### src/design/loch_consts.svh
// constants of the loop operation command handler
`ifndef LOCH_CONSTS_SVH
`define LOCH_CONSTS_SVH
`define LOCH_OFF_OUTW 8'h00
`define LOCH_OFF_INW 8'h04
`define LOCH_OFF_LOOPST 8'h08
`define LOCH_OFF_CFG 8'h0C
`define LOCH_OFF_ISTAT 8'h10
`define LOCH_OFF_IMASK 8'h14
`define LOCH_NIB_CMD 4'hC
`define LOCH_OP_RUNSTOP 4'hC
`define LOCH_OP_MODE 4'hD
`define LOCH_OP_STORE 4'hE
`define LOCH_OP_TUNE 4'hF
`define LOCH_SUB_LOW 4'hC
`define LOCH_SUB_HIGH 4'hD
`define LOCH_LOOP_ALL 4'hA
`define LOCH_MASK_NONE 4'h0
`define LOCH_MASK_ALL 4'hF
`define LOCH_WR_SP 4'h0
`define LOCH_WR_NONE 4'h7
`define LOCH_RD_SP 4'h0
`define LOCH_RD_PV 4'h7
`define LOCH_STORE_SETPOINT_CMD 16'hCEEA
`define LOCH_TUNING_CONFLICT_ERROR 16'hEE00
`define LOCH_SETTING_ERROR 16'hEE01
`define LOCH_EV_ACK 0
`define LOCH_EV_ERR 1
`define LOCH_EV_STORED 2
`define LOCH_EV_TUNED 3
`define LOCH_CLK_HZ 125000000
`define LOCH_NVM_MS 60
`define LOCH_REFRESH_MS 500
`endif

### src/design/loch_pkg.sv
// types of the loop operation command handler
package loch_pkg;
   typedef enum logic [1:0] {
      LOCH_IDLE = 2'h0,
      LOCH_WAIT_DATA = 2'h1,
      LOCH_MONITOR = 2'h3
   } loch_phase_t;
endpackage

### src/design/loch_top.sv
// command interpreter of a four-loop temperature control unit
`timescale 1ns/1ps
`include "loch_consts.svh"

// Behaviour
// - An accepted command is echoed into the input word as its acknowledgement.
// - A value set by one command takes effect only when the following command is acknowledged.
// - Prefixes decode to stop, run, manual, auto, start and cancel tuning, plus the fixed store code, loops 1-4 or all.
// - After reset every loop is in auto mode and stopped.
// - An all-loops command runs on no loop if any loop fails its conditions; tuning commands then report a setting error, manual and auto the conflict code.
// - During tuning, manual, auto and parameter-writing allocation commands for that loop give the conflict code.
// - Start and cancel tuning need PID control in auto run, otherwise the setting error code is returned.
// - In manual mode the loop output comes from the manual value whether running or stopped.
// - A start-tuning command left standing restarts tuning each time it completes.
// - After a tuning start the handler is idle, so a data word is decoded as a command until a new allocation is accepted.
// - The store command writes the set point to non-volatile memory, busy for at least 60 ms.
// - A set-point-write, read-PV allocation is echoed, takes the next data word, then returns the process value.
// - While the output word stays unchanged after a monitor command the value is refreshed every 500 ms.
// - An unlisted command or loop digit returns the setting error code.
module loch_top #(
   parameter int unsigned NVM_CYC = `LOCH_NVM_MS * (`LOCH_CLK_HZ / 1000),
   parameter int unsigned REFRESH_CYC = `LOCH_REFRESH_MS * (`LOCH_CLK_HZ / 1000)
) (
   input wire logic CORE_CLK,
   input wire logic NRST,
   input wire logic [7:0] ADDR,
   input wire logic [31:0] WDATA,
   input wire logic WR,
   input wire logic RD,
   input wire logic [3:0] TUNE_DONE,
   input wire logic [63:0] PV_IN,
   output logic [31:0] RDATA,
   output logic IRQ,
   output logic [3:0] LOOP_RUN,
   output logic [3:0] LOOP_MANUAL,
   output logic [3:0] LOOP_TUNING,
   output logic [63:0] SP_OUT,
   output logic NVM_STORE,
   output logic NVM_BUSY
);
   // the store-busy check below needs at least eight busy cycles
   if (NVM_CYC < 8 || REFRESH_CYC < 2) begin : g_bad_cycles
      $error("loch_top: cycle counts too small");
   end

   logic rst_s1, rst_n;
   always_ff @(posedge CORE_CLK or negedge NRST) begin
      if (!NRST) begin
         rst_s1 <= 1'b0;
         rst_n <= 1'b0;
      end else begin
         rst_s1 <= 1'b1;
         rst_n <= rst_s1;
      end
   end

   loch_pkg::loch_phase_t phase_reg, phase_next;
   logic [15:0] outw_reg, outw_next, inw_reg, inw_next, alloc_reg, alloc_next, spp_reg, spp_next;
   logic new_reg, new_next, spp_v_reg, spp_v_next, nvm_st_reg, nvm_st_next, busy_reg, busy_next;
   logic irq_reg, irq_next;
   logic [1:0] spp_i_reg, spp_i_next;
   logic [3:0] run_reg, run_next, man_reg, man_next, tune_reg, tune_next, stand_reg, stand_next;
   logic [3:0] cfg_reg, cfg_next, istat_reg, istat_next, imask_reg, imask_next;
   logic [63:0] sp_reg, sp_next;
   logic [31:0] nvm_cnt_reg, nvm_cnt_next, ref_reg, ref_next, rdata_reg, rdata_next;

   // decode of the word now in hand
   logic [15:0] w, mon;
   logic [3:0] lmask;
   logic [1:0] ai;
   logic any_tune, tune_ok, is_cmd, is_data;
   assign w = outw_reg;
   assign ai = alloc_reg[1:0] - 2'h1;
   assign any_tune = |(lmask & tune_reg);
   assign tune_ok = (lmask != `LOCH_MASK_NONE) && ((lmask & (cfg_reg | ~run_reg | man_reg)) == `LOCH_MASK_NONE);
   assign is_cmd = new_reg && phase_reg != loch_pkg::LOCH_WAIT_DATA;
   assign is_data = new_reg && phase_reg == loch_pkg::LOCH_WAIT_DATA;

   always_comb begin
      case (w[3:0])
         4'h1: lmask = 4'h1;
         4'h2: lmask = 4'h2;
         4'h3: lmask = 4'h4;
         4'h4: lmask = 4'h8;
         `LOCH_LOOP_ALL: lmask = `LOCH_MASK_ALL;
         default: lmask = `LOCH_MASK_NONE;
      endcase
   end

   always_comb begin
      case (alloc_reg[7:4])
         `LOCH_RD_PV: mon = PV_IN[{ai, 4'h0} +: 16];
         `LOCH_RD_SP: mon = sp_reg[{ai, 4'h0} +: 16];
         default: mon = 16'h0000;
      endcase
   end

   always_comb begin
      logic ok;
      logic [15:0] code;
      logic [3:0] ev;
      ok = 1'b1;
      code = `LOCH_SETTING_ERROR;
      ev = 4'h0;
      phase_next = phase_reg;
      outw_next = outw_reg;
      new_next = 1'b0;
      inw_next = inw_reg;
      alloc_next = alloc_reg;
      spp_next = spp_reg;
      spp_v_next = spp_v_reg;
      spp_i_next = spp_i_reg;
      run_next = run_reg;
      man_next = man_reg;
      tune_next = tune_reg;
      stand_next = stand_reg;
      cfg_next = cfg_reg;
      imask_next = imask_reg;
      sp_next = sp_reg;
      nvm_cnt_next = nvm_cnt_reg;
      nvm_st_next = 1'b0;
      ref_next = ref_reg;
      rdata_next = 32'h0000_0000;
      if (WR && ADDR == `LOCH_OFF_OUTW && WDATA[15:0] != outw_reg) begin
         outw_next = WDATA[15:0];
         new_next = 1'b1;
      end
      if (WR && ADDR == `LOCH_OFF_CFG) begin
         cfg_next = WDATA[3:0];
      end
      if (WR && ADDR == `LOCH_OFF_IMASK) begin
         imask_next = WDATA[3:0];
      end
      for (int i = 0; i < 4; i++) begin
         if (TUNE_DONE[i] && tune_reg[i]) begin
            ev[`LOCH_EV_TUNED] = 1'b1;
            if (!stand_reg[i]) begin
               tune_next[i] = 1'b0; // a standing start keeps tuning
            end
         end
      end
      if (nvm_cnt_reg != 32'h0) begin
         nvm_cnt_next = nvm_cnt_reg - 32'h1;
         if (nvm_cnt_reg == 32'h1) begin
            ev[`LOCH_EV_STORED] = 1'b1;
         end
      end
      if (phase_reg == loch_pkg::LOCH_MONITOR) begin
         if (ref_reg == REFRESH_CYC - 1) begin
            inw_next = mon;
            ref_next = 32'h0;
         end else begin
            ref_next = ref_reg + 32'h1;
         end
      end
      if (is_data) begin
         // data word belongs to the allocation accepted immediately before it
         if (alloc_reg[11:8] == `LOCH_WR_SP) begin
            spp_next = w;
            spp_v_next = 1'b1;
            spp_i_next = ai;
         end
         inw_next = mon;
         phase_next = loch_pkg::LOCH_MONITOR;
         ref_next = 32'h0;
         ev[`LOCH_EV_ACK] = 1'b1;
      end else if (is_cmd) begin
         phase_next = loch_pkg::LOCH_IDLE;
         stand_next = `LOCH_MASK_NONE;
         if (w == `LOCH_STORE_SETPOINT_CMD) begin
            nvm_cnt_next = NVM_CYC;
            nvm_st_next = 1'b1;
         end else if (w[15:12] != `LOCH_NIB_CMD || lmask == `LOCH_MASK_NONE) begin
            ok = 1'b0;
         end else begin
            case (w[11:8])
               `LOCH_OP_RUNSTOP: begin
                  if (w[7:4] == `LOCH_SUB_LOW) begin
                     run_next = run_reg & ~lmask;
                     tune_next = tune_next & ~lmask;
                  end else if (w[7:4] == `LOCH_SUB_HIGH) begin
                     run_next = run_reg | lmask;
                  end else begin
                     ok = 1'b0;
                  end
               end
               `LOCH_OP_MODE: begin
                  if (any_tune) begin
                     ok = 1'b0;
                     code = `LOCH_TUNING_CONFLICT_ERROR;
                  end else if (w[7:4] == `LOCH_SUB_LOW) begin
                     man_next = man_reg | lmask;
                  end else if (w[7:4] == `LOCH_SUB_HIGH) begin
                     man_next = man_reg & ~lmask;
                  end else begin
                     ok = 1'b0;
                  end
               end
               `LOCH_OP_TUNE: begin
                  // every addressed loop must qualify, so all-loops is all or none
                  if (!tune_ok) begin
                     ok = 1'b0;
                  end else if (w[7:4] == `LOCH_SUB_LOW) begin
                     tune_next = tune_next | lmask;
                     stand_next = lmask;
                  end else if (w[7:4] == `LOCH_SUB_HIGH) begin
                     tune_next = tune_next & ~lmask;
                  end else begin
                     ok = 1'b0;
                  end
               end
               `LOCH_OP_STORE: begin
                  ok = 1'b0;
               end
               default: begin
                  if (lmask == `LOCH_MASK_ALL) begin
                     ok = 1'b0;
                  end else if (w[11:8] != `LOCH_WR_NONE && any_tune) begin
                     ok = 1'b0;
                     code = `LOCH_TUNING_CONFLICT_ERROR;
                  end else begin
                     alloc_next = w;
                     phase_next = loch_pkg::LOCH_WAIT_DATA;
                  end
               end
            endcase
         end
         if (ok) begin
            inw_next = w;
            ev[`LOCH_EV_ACK] = 1'b1;
            if (spp_v_reg) begin
               sp_next[{spp_i_reg, 4'h0} +: 16] = spp_reg;
               spp_v_next = 1'b0;
            end
         end else begin
            inw_next = code;
            ev[`LOCH_EV_ERR] = 1'b1;
            run_next = run_reg;
            man_next = man_reg;
            stand_next = `LOCH_MASK_NONE;
         end
      end
      // set wins over a write-one clear in the same cycle
      istat_next = istat_reg & ~((WR && ADDR == `LOCH_OFF_ISTAT) ? WDATA[3:0] : 4'h0);
      istat_next = istat_next | ev;
      irq_next = |(istat_next & imask_next);
      busy_next = nvm_cnt_next != 32'h0;
      if (RD) begin
         if (ADDR == `LOCH_OFF_OUTW) begin
            rdata_next = {16'h0000, outw_reg};
         end else if (ADDR == `LOCH_OFF_INW) begin
            rdata_next = {16'h0000, inw_reg};
         end else if (ADDR == `LOCH_OFF_LOOPST) begin
            rdata_next = {19'h0, busy_reg, tune_reg, man_reg, run_reg};
         end else if (ADDR == `LOCH_OFF_CFG) begin
            rdata_next = {28'h0, cfg_reg};
         end else if (ADDR == `LOCH_OFF_ISTAT) begin
            rdata_next = {28'h0, istat_reg};
         end else if (ADDR == `LOCH_OFF_IMASK) begin
            rdata_next = {28'h0, imask_reg};
         end else begin
            rdata_next = 32'h0000_0000;
         end
      end
   end

   always_ff @(posedge CORE_CLK or negedge rst_n) begin
      if (!rst_n) begin
         phase_reg <= loch_pkg::LOCH_IDLE;
         outw_reg <= '0;
         new_reg <= 1'b0;
         inw_reg <= '0;
         alloc_reg <= '0;
         spp_reg <= '0;
         spp_v_reg <= 1'b0;
         spp_i_reg <= '0;
         run_reg <= '0; // stopped
         man_reg <= '0; // auto
         tune_reg <= '0;
         stand_reg <= '0;
         cfg_reg <= '0;
         istat_reg <= '0;
         imask_reg <= '0;
         sp_reg <= '0;
         nvm_cnt_reg <= '0;
         nvm_st_reg <= 1'b0;
         busy_reg <= 1'b0;
         ref_reg <= '0;
         rdata_reg <= '0;
         irq_reg <= 1'b0;
      end else begin
         phase_reg <= phase_next;
         outw_reg <= outw_next;
         new_reg <= new_next;
         inw_reg <= inw_next;
         alloc_reg <= alloc_next;
         spp_reg <= spp_next;
         spp_v_reg <= spp_v_next;
         spp_i_reg <= spp_i_next;
         run_reg <= run_next;
         man_reg <= man_next;
         tune_reg <= tune_next;
         stand_reg <= stand_next;
         cfg_reg <= cfg_next;
         istat_reg <= istat_next;
         imask_reg <= imask_next;
         sp_reg <= sp_next;
         nvm_cnt_reg <= nvm_cnt_next;
         nvm_st_reg <= nvm_st_next;
         busy_reg <= busy_next;
         ref_reg <= ref_next;
         rdata_reg <= rdata_next;
         irq_reg <= irq_next;
      end
   end

   assign RDATA = rdata_reg;
   assign IRQ = irq_reg;
   assign LOOP_RUN = run_reg;
   assign LOOP_MANUAL = man_reg; // output stage takes manual value in either run state
   assign LOOP_TUNING = tune_reg;
   assign SP_OUT = sp_reg;
   assign NVM_STORE = nvm_st_reg;
   assign NVM_BUSY = busy_reg;
endmodule

### config.mk
export PLATFORM = sky130hd
export DESIGN_NAME = loch_top
export DESIGN_NICKNAME = d
export VERILOG_FILES = /design/src/design/loch_pkg.sv /design/src/design/loch_top.sv
export VERILOG_INCLUDE_DIRS = /design/src /design/src/design
export SDC_FILE = /design/constraint.sdc
export NUM_CORES = 1
export LEC_CHECK = 0
export ABC_AREA = 0
export BUFFER_PORTS_ARGS = -buffer_cell sky130_fd_sc_hd__buf_2
export CORE_UTILIZATION = 35
export CTS_CLUSTER_DIAMETER = 100
export DETAILED_ROUTE_END_ITERATION = 8
export PLACE_DENSITY_LB_ADDON = 0.12
export SYNTH_ARGS = -nofsm -noshare
export SYNTH_HDL_FRONTEND = slang
export SYNTH_SLANG_ARGS = --single-unit
export TNS_END_PERCENT = 10
### constraint.sdc
create_clock -name CORE_CLK -period 19.8 [get_ports CORE_CLK]
set_clock_uncertainty 0.2 [all_clocks]
set_input_delay 0.99 -clock CORE_CLK [delete_from_list [all_inputs] [get_ports CORE_CLK]]
set_output_delay 0.99 -clock CORE_CLK [all_outputs]
set_load 0.05 [all_outputs]
======== Word level (Yosys, flattened, before mapping) ========
Index checks and enable logic that the tools add are counted.
Widths: inputs -> output; s select.
word-level totals
  flip-flop bits (word level) ............. 259
  output and inout bits ................... 111
  input bits .............................. 112
operators by class
  equal/unequal tests ..................... 28
  mux-type cells .......................... 94
  reductions and logical operators ........ 40
  bitwise operators ....................... 23
  add/sub/neg operators ................... 4
  shift operators ......................... 4
operators by type and width
  cell                     count
  $mux 32                  7
  $mux 16                  8
  $shiftx 64x7->16         2
  $mux 4                   23
  $bwmux 64                1
  $reduce_bool 32->1       2
  $shift 16x8->64 const A  1
  $shiftx 16x8->64         1
  $mux 1                   46
  $add 32x1->32 const B    1
  $eq 32x1->1 const B      1
  $eq 32x26->1 const B     1
  $eq 4x4->1 const B       8
  $pmux 16 s2              1
  $sub 32x1->32 const B    1
  $and 4x4->4              7
  $or 4x4->4               6
  $pmux 4 s5               1
  $eq 16x16->1 const B     1
  $eq 8x4->1 const B       2
  $eq 8x5->1 const B       2
  $logic_not 4->1          4
  $ne 16x16->1             1
  $reduce_and 7->1         2
  30 further kinds         63

======== Depth between registers and ports, before layout ========
  depth after elaboration ................. 18
  gate-level depth with buffers ........... 12
  mapped depth without buffers ............ 9

======== Worst setup path before layout ========
OpenSTA, ideal clock, no wires.
  path type ............................... input-to-reg
  start ................................... input ADDR[5]
  end ..................................... register outw_reg[10]
  stages .................................. 7
  required time ........................... 19.475 ns
  slack ................................... 16.661 ns
  arrival ................................. 2.814 ns
  path buffers ............................ 1
  path through ............................ nor3_1 > nand2_1 > nor2_1 > nand2_1 > nor4_2 > buf_2 > mux2_2
between the ends
  longest elaborated chain between the ends .. 3
RTL lines
  item                                RTL line         text
  start, declared                     loch_top.sv:26   input wire logic [7:0] ADDR,
  $logic_not 8->1 (no source line)    -
  $logic_and 1x1->1 (no source line)  -
  $logic_and 1x1->1                   loch_top.sv:124  if (WR && ADDR == `LOCH_OFF_OUTW && WDATA[15:0] != outw_reg) begin
  end signal, assigned                loch_top.sv:293  outw_reg <= outw_next;
  end, declared                       loch_top.sv:58   logic [15:0] outw_reg, outw_next, inw_reg, inw_next, alloc_reg, alloc_next, spp_reg, spp_next;
Every way passes these cells.
A chain may end at the register's enable or synchronous reset.

======== Final worst setup path ========
  start ................................... register outw_reg[1]
  end ..................................... register sp_reg[27], in the netlist SP_OUT[27]
between the ends
  longest elaborated chain between the ends .. 13
RTL lines
  item                                   RTL line         text
  $eq 4x4->1 (tied with other cells)     loch_top.sv:80   case (w[3:0])
  $pmux 4 s5                             loch_top.sv:80
  $and 4x4->4                            loch_top.sv:74   assign any_tune = |(lmask & tune_reg);
  $reduce_or 4->1                        loch_top.sv:74
  $logic_and 1x1->1                      loch_top.sv:218  end else if (w[11:8] != `LOCH_WR_NONE && any_tune) begin
  $mux 1                                 loch_top.sv:218
  $mux 1                                 loch_top.sv:216  if (lmask == `LOCH_MASK_ALL) begin
  $pmux 1 s4                             loch_top.sv:176  case (w[11:8])
  $mux 1                                 loch_top.sv:173  end else if (w[15:12] != `LOCH_NIB_CMD || lmask == `LOCH_MASK_NONE) begin
  $mux 1 (*)                             loch_top.sv:170  if (w == `LOCH_STORE_SETPOINT_CMD) begin
  $mux 1 (*)                             loch_top.sv:167  end else if (is_cmd) begin
  $mux 1 (*)                             loch_top.sv:156  if (is_data) begin
  $reduce_and 4->1 (no source line) (*)  -
  end signal, assigned                   loch_top.sv:307  sp_reg <= sp_next;
  end, declared                          loch_top.sv:64   logic [63:0] sp_reg, sp_next;
Every way passes the cells marked *; elsewhere a longest branch is shown, timed or not. The select of a mux whose other input is x is not followed.

==> key figures <==
Status
  • Status: completed

Global routing
  • Vias in the first global route: 10564
  • Remaining Overflow, GRT: 0
  • Antenna violations before repair: 9
  • GRT Total Usage: 20.8%
  • First-pass GRT wire length: 62.4 mm
  • Pin count of the biggest net entering global routing: 174

Power and ir drop
  • Overall power: 0.00113 W
  • Static Leak: roughly 6.7 nW
  • VDD IR max: 0.0622 mV
  • PD cells: 73.0 mW/mm²

Layout
  • Nets: 1634
  • Post-route cell area: 0.0154 mm²
  • FF/Latch Area: around 0.006 mm²
  • Layout cell share with drive strength beyond 1: between 20% and 30%
  • Multi-input gate area: 0.00645 mm²
  • Filler Cell Count: 3621
  • Max FFs per register: 64
  • Area delta synth->final: 17.1%

Clocking
  • Sinks on Clock Net: 241
  • Worst-path clk slew: ~60 ps
  • Clock Latency Late Sink: 550 ps
  • Root Buffer: clkbuf_16
  • H-tree depth: 1
  • CTS tree: done
  • Max Root-Sink Buffers: 3
  • CTS buffer count: 28

Route
  • DRC: 0
  • Antenna viol nets, final: 0
  • Vias per cell: 5.35
  • Vias after detailed routing: about 11000
  • Detailed Route WL: 39.6 mm
  • First drt pass iteration count: 5
  • WL/cell: ~20 µm
  • DR iter-0 viols: approximately 750

Worst setup path
  • Crit path required time: 19970 ps
  • CP endpoint kind: register
  • Worst-path maximum fanout: 32
  • CP Class: register to register
  • Worst setup SP type: register
  • Worst EP arrival: 4600 ps

Yosys
  • Ys async rst share: 100%
  • Sequential area share after synthesis: a little under half
  • Warnings from Yosys: 0
  • Synth area leader: dfrtp_1
  • Mapped cell area: 0.0132 mm²
  • Ys flop type: dfrtp_1
  • Synthesis-stage register bit count: 241
  • Most area-consuming cells after synthesis: dfrtp_1, mux2_2, mux4_2, nand2_1, o21ai_0
  • Post-synth top area share: 45.8%
  • Synth unique cells: 84
  • Avg Synthesized Cell Area: between 9 and 10 µm²
  • Cells after Synth: 1365
  • Post-synth EDFFs: 0

STA
  • Setup WS post-layout: approximately 15000 ps
  • Fmax achieved: 0.226 GHz
  • Max Slew Vio Count: 0
  • RSZ-0062 raised after global routing: no
  • Total Negative Setup Slacks: 0 ps
  • Slew headroom: 16.3%
  • Slew @ Worst Pin: 1250 ps
  • Final period util: 22.3%
  • Setup-failing EPs final: 0
  • Final Critical Period: 4420 ps
  • Final hold viol count: 0

Floorplan
  • Core ar.: 0.0368 mm²
  • Die width: slightly below 200 µm
  • Std-Cell Rows: 70
  • Vert. Die Dim: slightly below 200 µm
  • Die Area: 0.0384 mm²
  • Initial core utilization: 35.8%
  • IO Pins: 223

Place
  • HPWL Detailed: 28.5 mm
  • Setup WS pre-CTS: 15410 ps
  • GP Congestion: ~0.85
  • Port bufs: 190
  • Placement Cell Area: 0.0144 mm²

Flow run
  • MaxCap Viol Count: 0

Min path
  • Worst hold path class: register to register
==> layer usage <==
layer	global-route usage, %	vias to the layer above	wire length [µm]
li1	-	5106	-
met1	27.6	5311	17400
met2	35.5	248	19600
met3	3.73	54	1910
met4	3.94	10	661
met5	0	-	51
==> synthesized netlist by cell type (6+ instances only) <==
library cell,instances
a21oi_1,49
a311oi_1,6
a31oi_1,7
and2_1,7
and3_1,11
buf_1,8
buf_2,24
buf_4,18
buf_6,6
clkbuf_1,43
dfrtp_1,241
ha_1,9
inv_1,71
mux2_2,59
mux2i_1,26
mux4_2,29
nand2_1,161
nand2b_1,6
nand3_1,69
nand4_1,17
nand4b_1,6
nor2_1,109
nor2b_1,18
nor3_1,24
nor3b_1,10
nor4_1,16
nor4b_1,7
o21ai_0,91
o21ai_1,48
o31ai_1,23
or2_2,6
xnor2_1,28
xor2_1,15
==> metrics by stage <==
| stage | utilization, % | hold WS (ps) | cells |
|---|---|---|---|
| 3_3_place_gp | 39.1 | 137 | 1950 |
| 6_report | 41.9 | 161 | 2007 |
| 5_1_grt | 41.9 | 180 | 2004 |
| 4_1_cts | 41.9 | 160 | 2003 |
| 2_1_floorplan | - | 131 | 1380 |
| 3_5_place_dp | 39.1 | 138 | 1950 |
==> worst max-delay path, cell delays in order (launching register included) <==
cell and delay [ps]:
dfrtp_1 860, nor3b_1 190, o311ai_1 680, nand2b_1 280, a2111o_1 440, nand3_2 440
nand3_1 910, o21ai_0 230
==> final timing paths <==
path	from	endpoint	slack, ps	cells after the start
min in group asynchronous	rst_n	nvm_cnt_reg[22]	260	0
worst min-delay path	rst_s1	rst_n	160	0
worst min register to register	rst_s1	rst_n	160	0
max in group asynchronous	rst_n	ref_reg[17]	17640	1
worst max-delay path	outw_reg[1]	SP_OUT[27]	15380	7
worst max register to register	outw_reg[1]	SP_OUT[27]	15380	7
==> cell type report <==
cell class	instances	area share (%)
flip-flops and latches	241	39.1
diodes	4	0.0649
repair buffers	203	6.90
clock buffers	43	5.57
inverters	71	1.73
well taps	468	3.80
clock inverters	9	0.982
multi-input cells	968	41.8
==> where the power goes <==
part           internal [W]  leakage, nW  total [W]  switching, W
Clock              0.000349        0.495   0.000560      0.000211
Combinational     0.0000203         3.51  0.0000540     0.0000336
Sequential         0.000498         2.74   0.000512     0.0000136
Total              0.000868         6.74    0.00113      0.000258
==> repair_timing <==
| action | in CTS | in global routing |
|---|---|---|
| resized for setup | 0 | 0 |
| hold buffers | 1 | 0 |
| endpoints found under the hold margin | 2 | 0 |
| endpoints found under the setup margin | 0 | 0 |
| buffers inserted | 0 | 0 |
==> cell families (layout without fill, tap and decap cells) <==
family / Yosys count / in the layout / share of synthesized area (%)
and+or+nand+nor: 509 / 509 / 19.7
AOI/OAI and AO/OA: 275 / 275 / 12.6
DFF: 241 / 241 / 45.8
buffers and inverters: 171 / 326 / 5.97
muxes: 114 / 114 / 12.0
xor gates and xnor gates: 44 / 44 / 2.98
adders and majority gates: 9 / 9 / 0.855
other: 2 / 21 / 0.0570
==> placed cells by master, fill, tap and decap left out, drive strengths merged, types with 8 or more instances in the layout <==
| master | instances |
|---|---|
| a21oi | 50 |
| and2 | 8 |
| and3 | 12 |
| buf | 202 |
| clkbuf | 43 |
| conb | 17 |
| dfrtp | 241 |
| ha | 9 |
| inv | 71 |
| mux2 | 59 |
| mux2i | 26 |
| mux4 | 29 |
| nand2 | 161 |
| nand3 | 70 |
| nand4 | 19 |
| nor2 | 109 |
| nor2b | 18 |
| nor3 | 27 |
| nor3b | 10 |
| nor4 | 19 |
| nor4b | 8 |
| o21ai | 139 |
| o31ai | 23 |
| xnor2 | 29 |
| xor2 | 15 |
(Power assumes the default switching activity.)
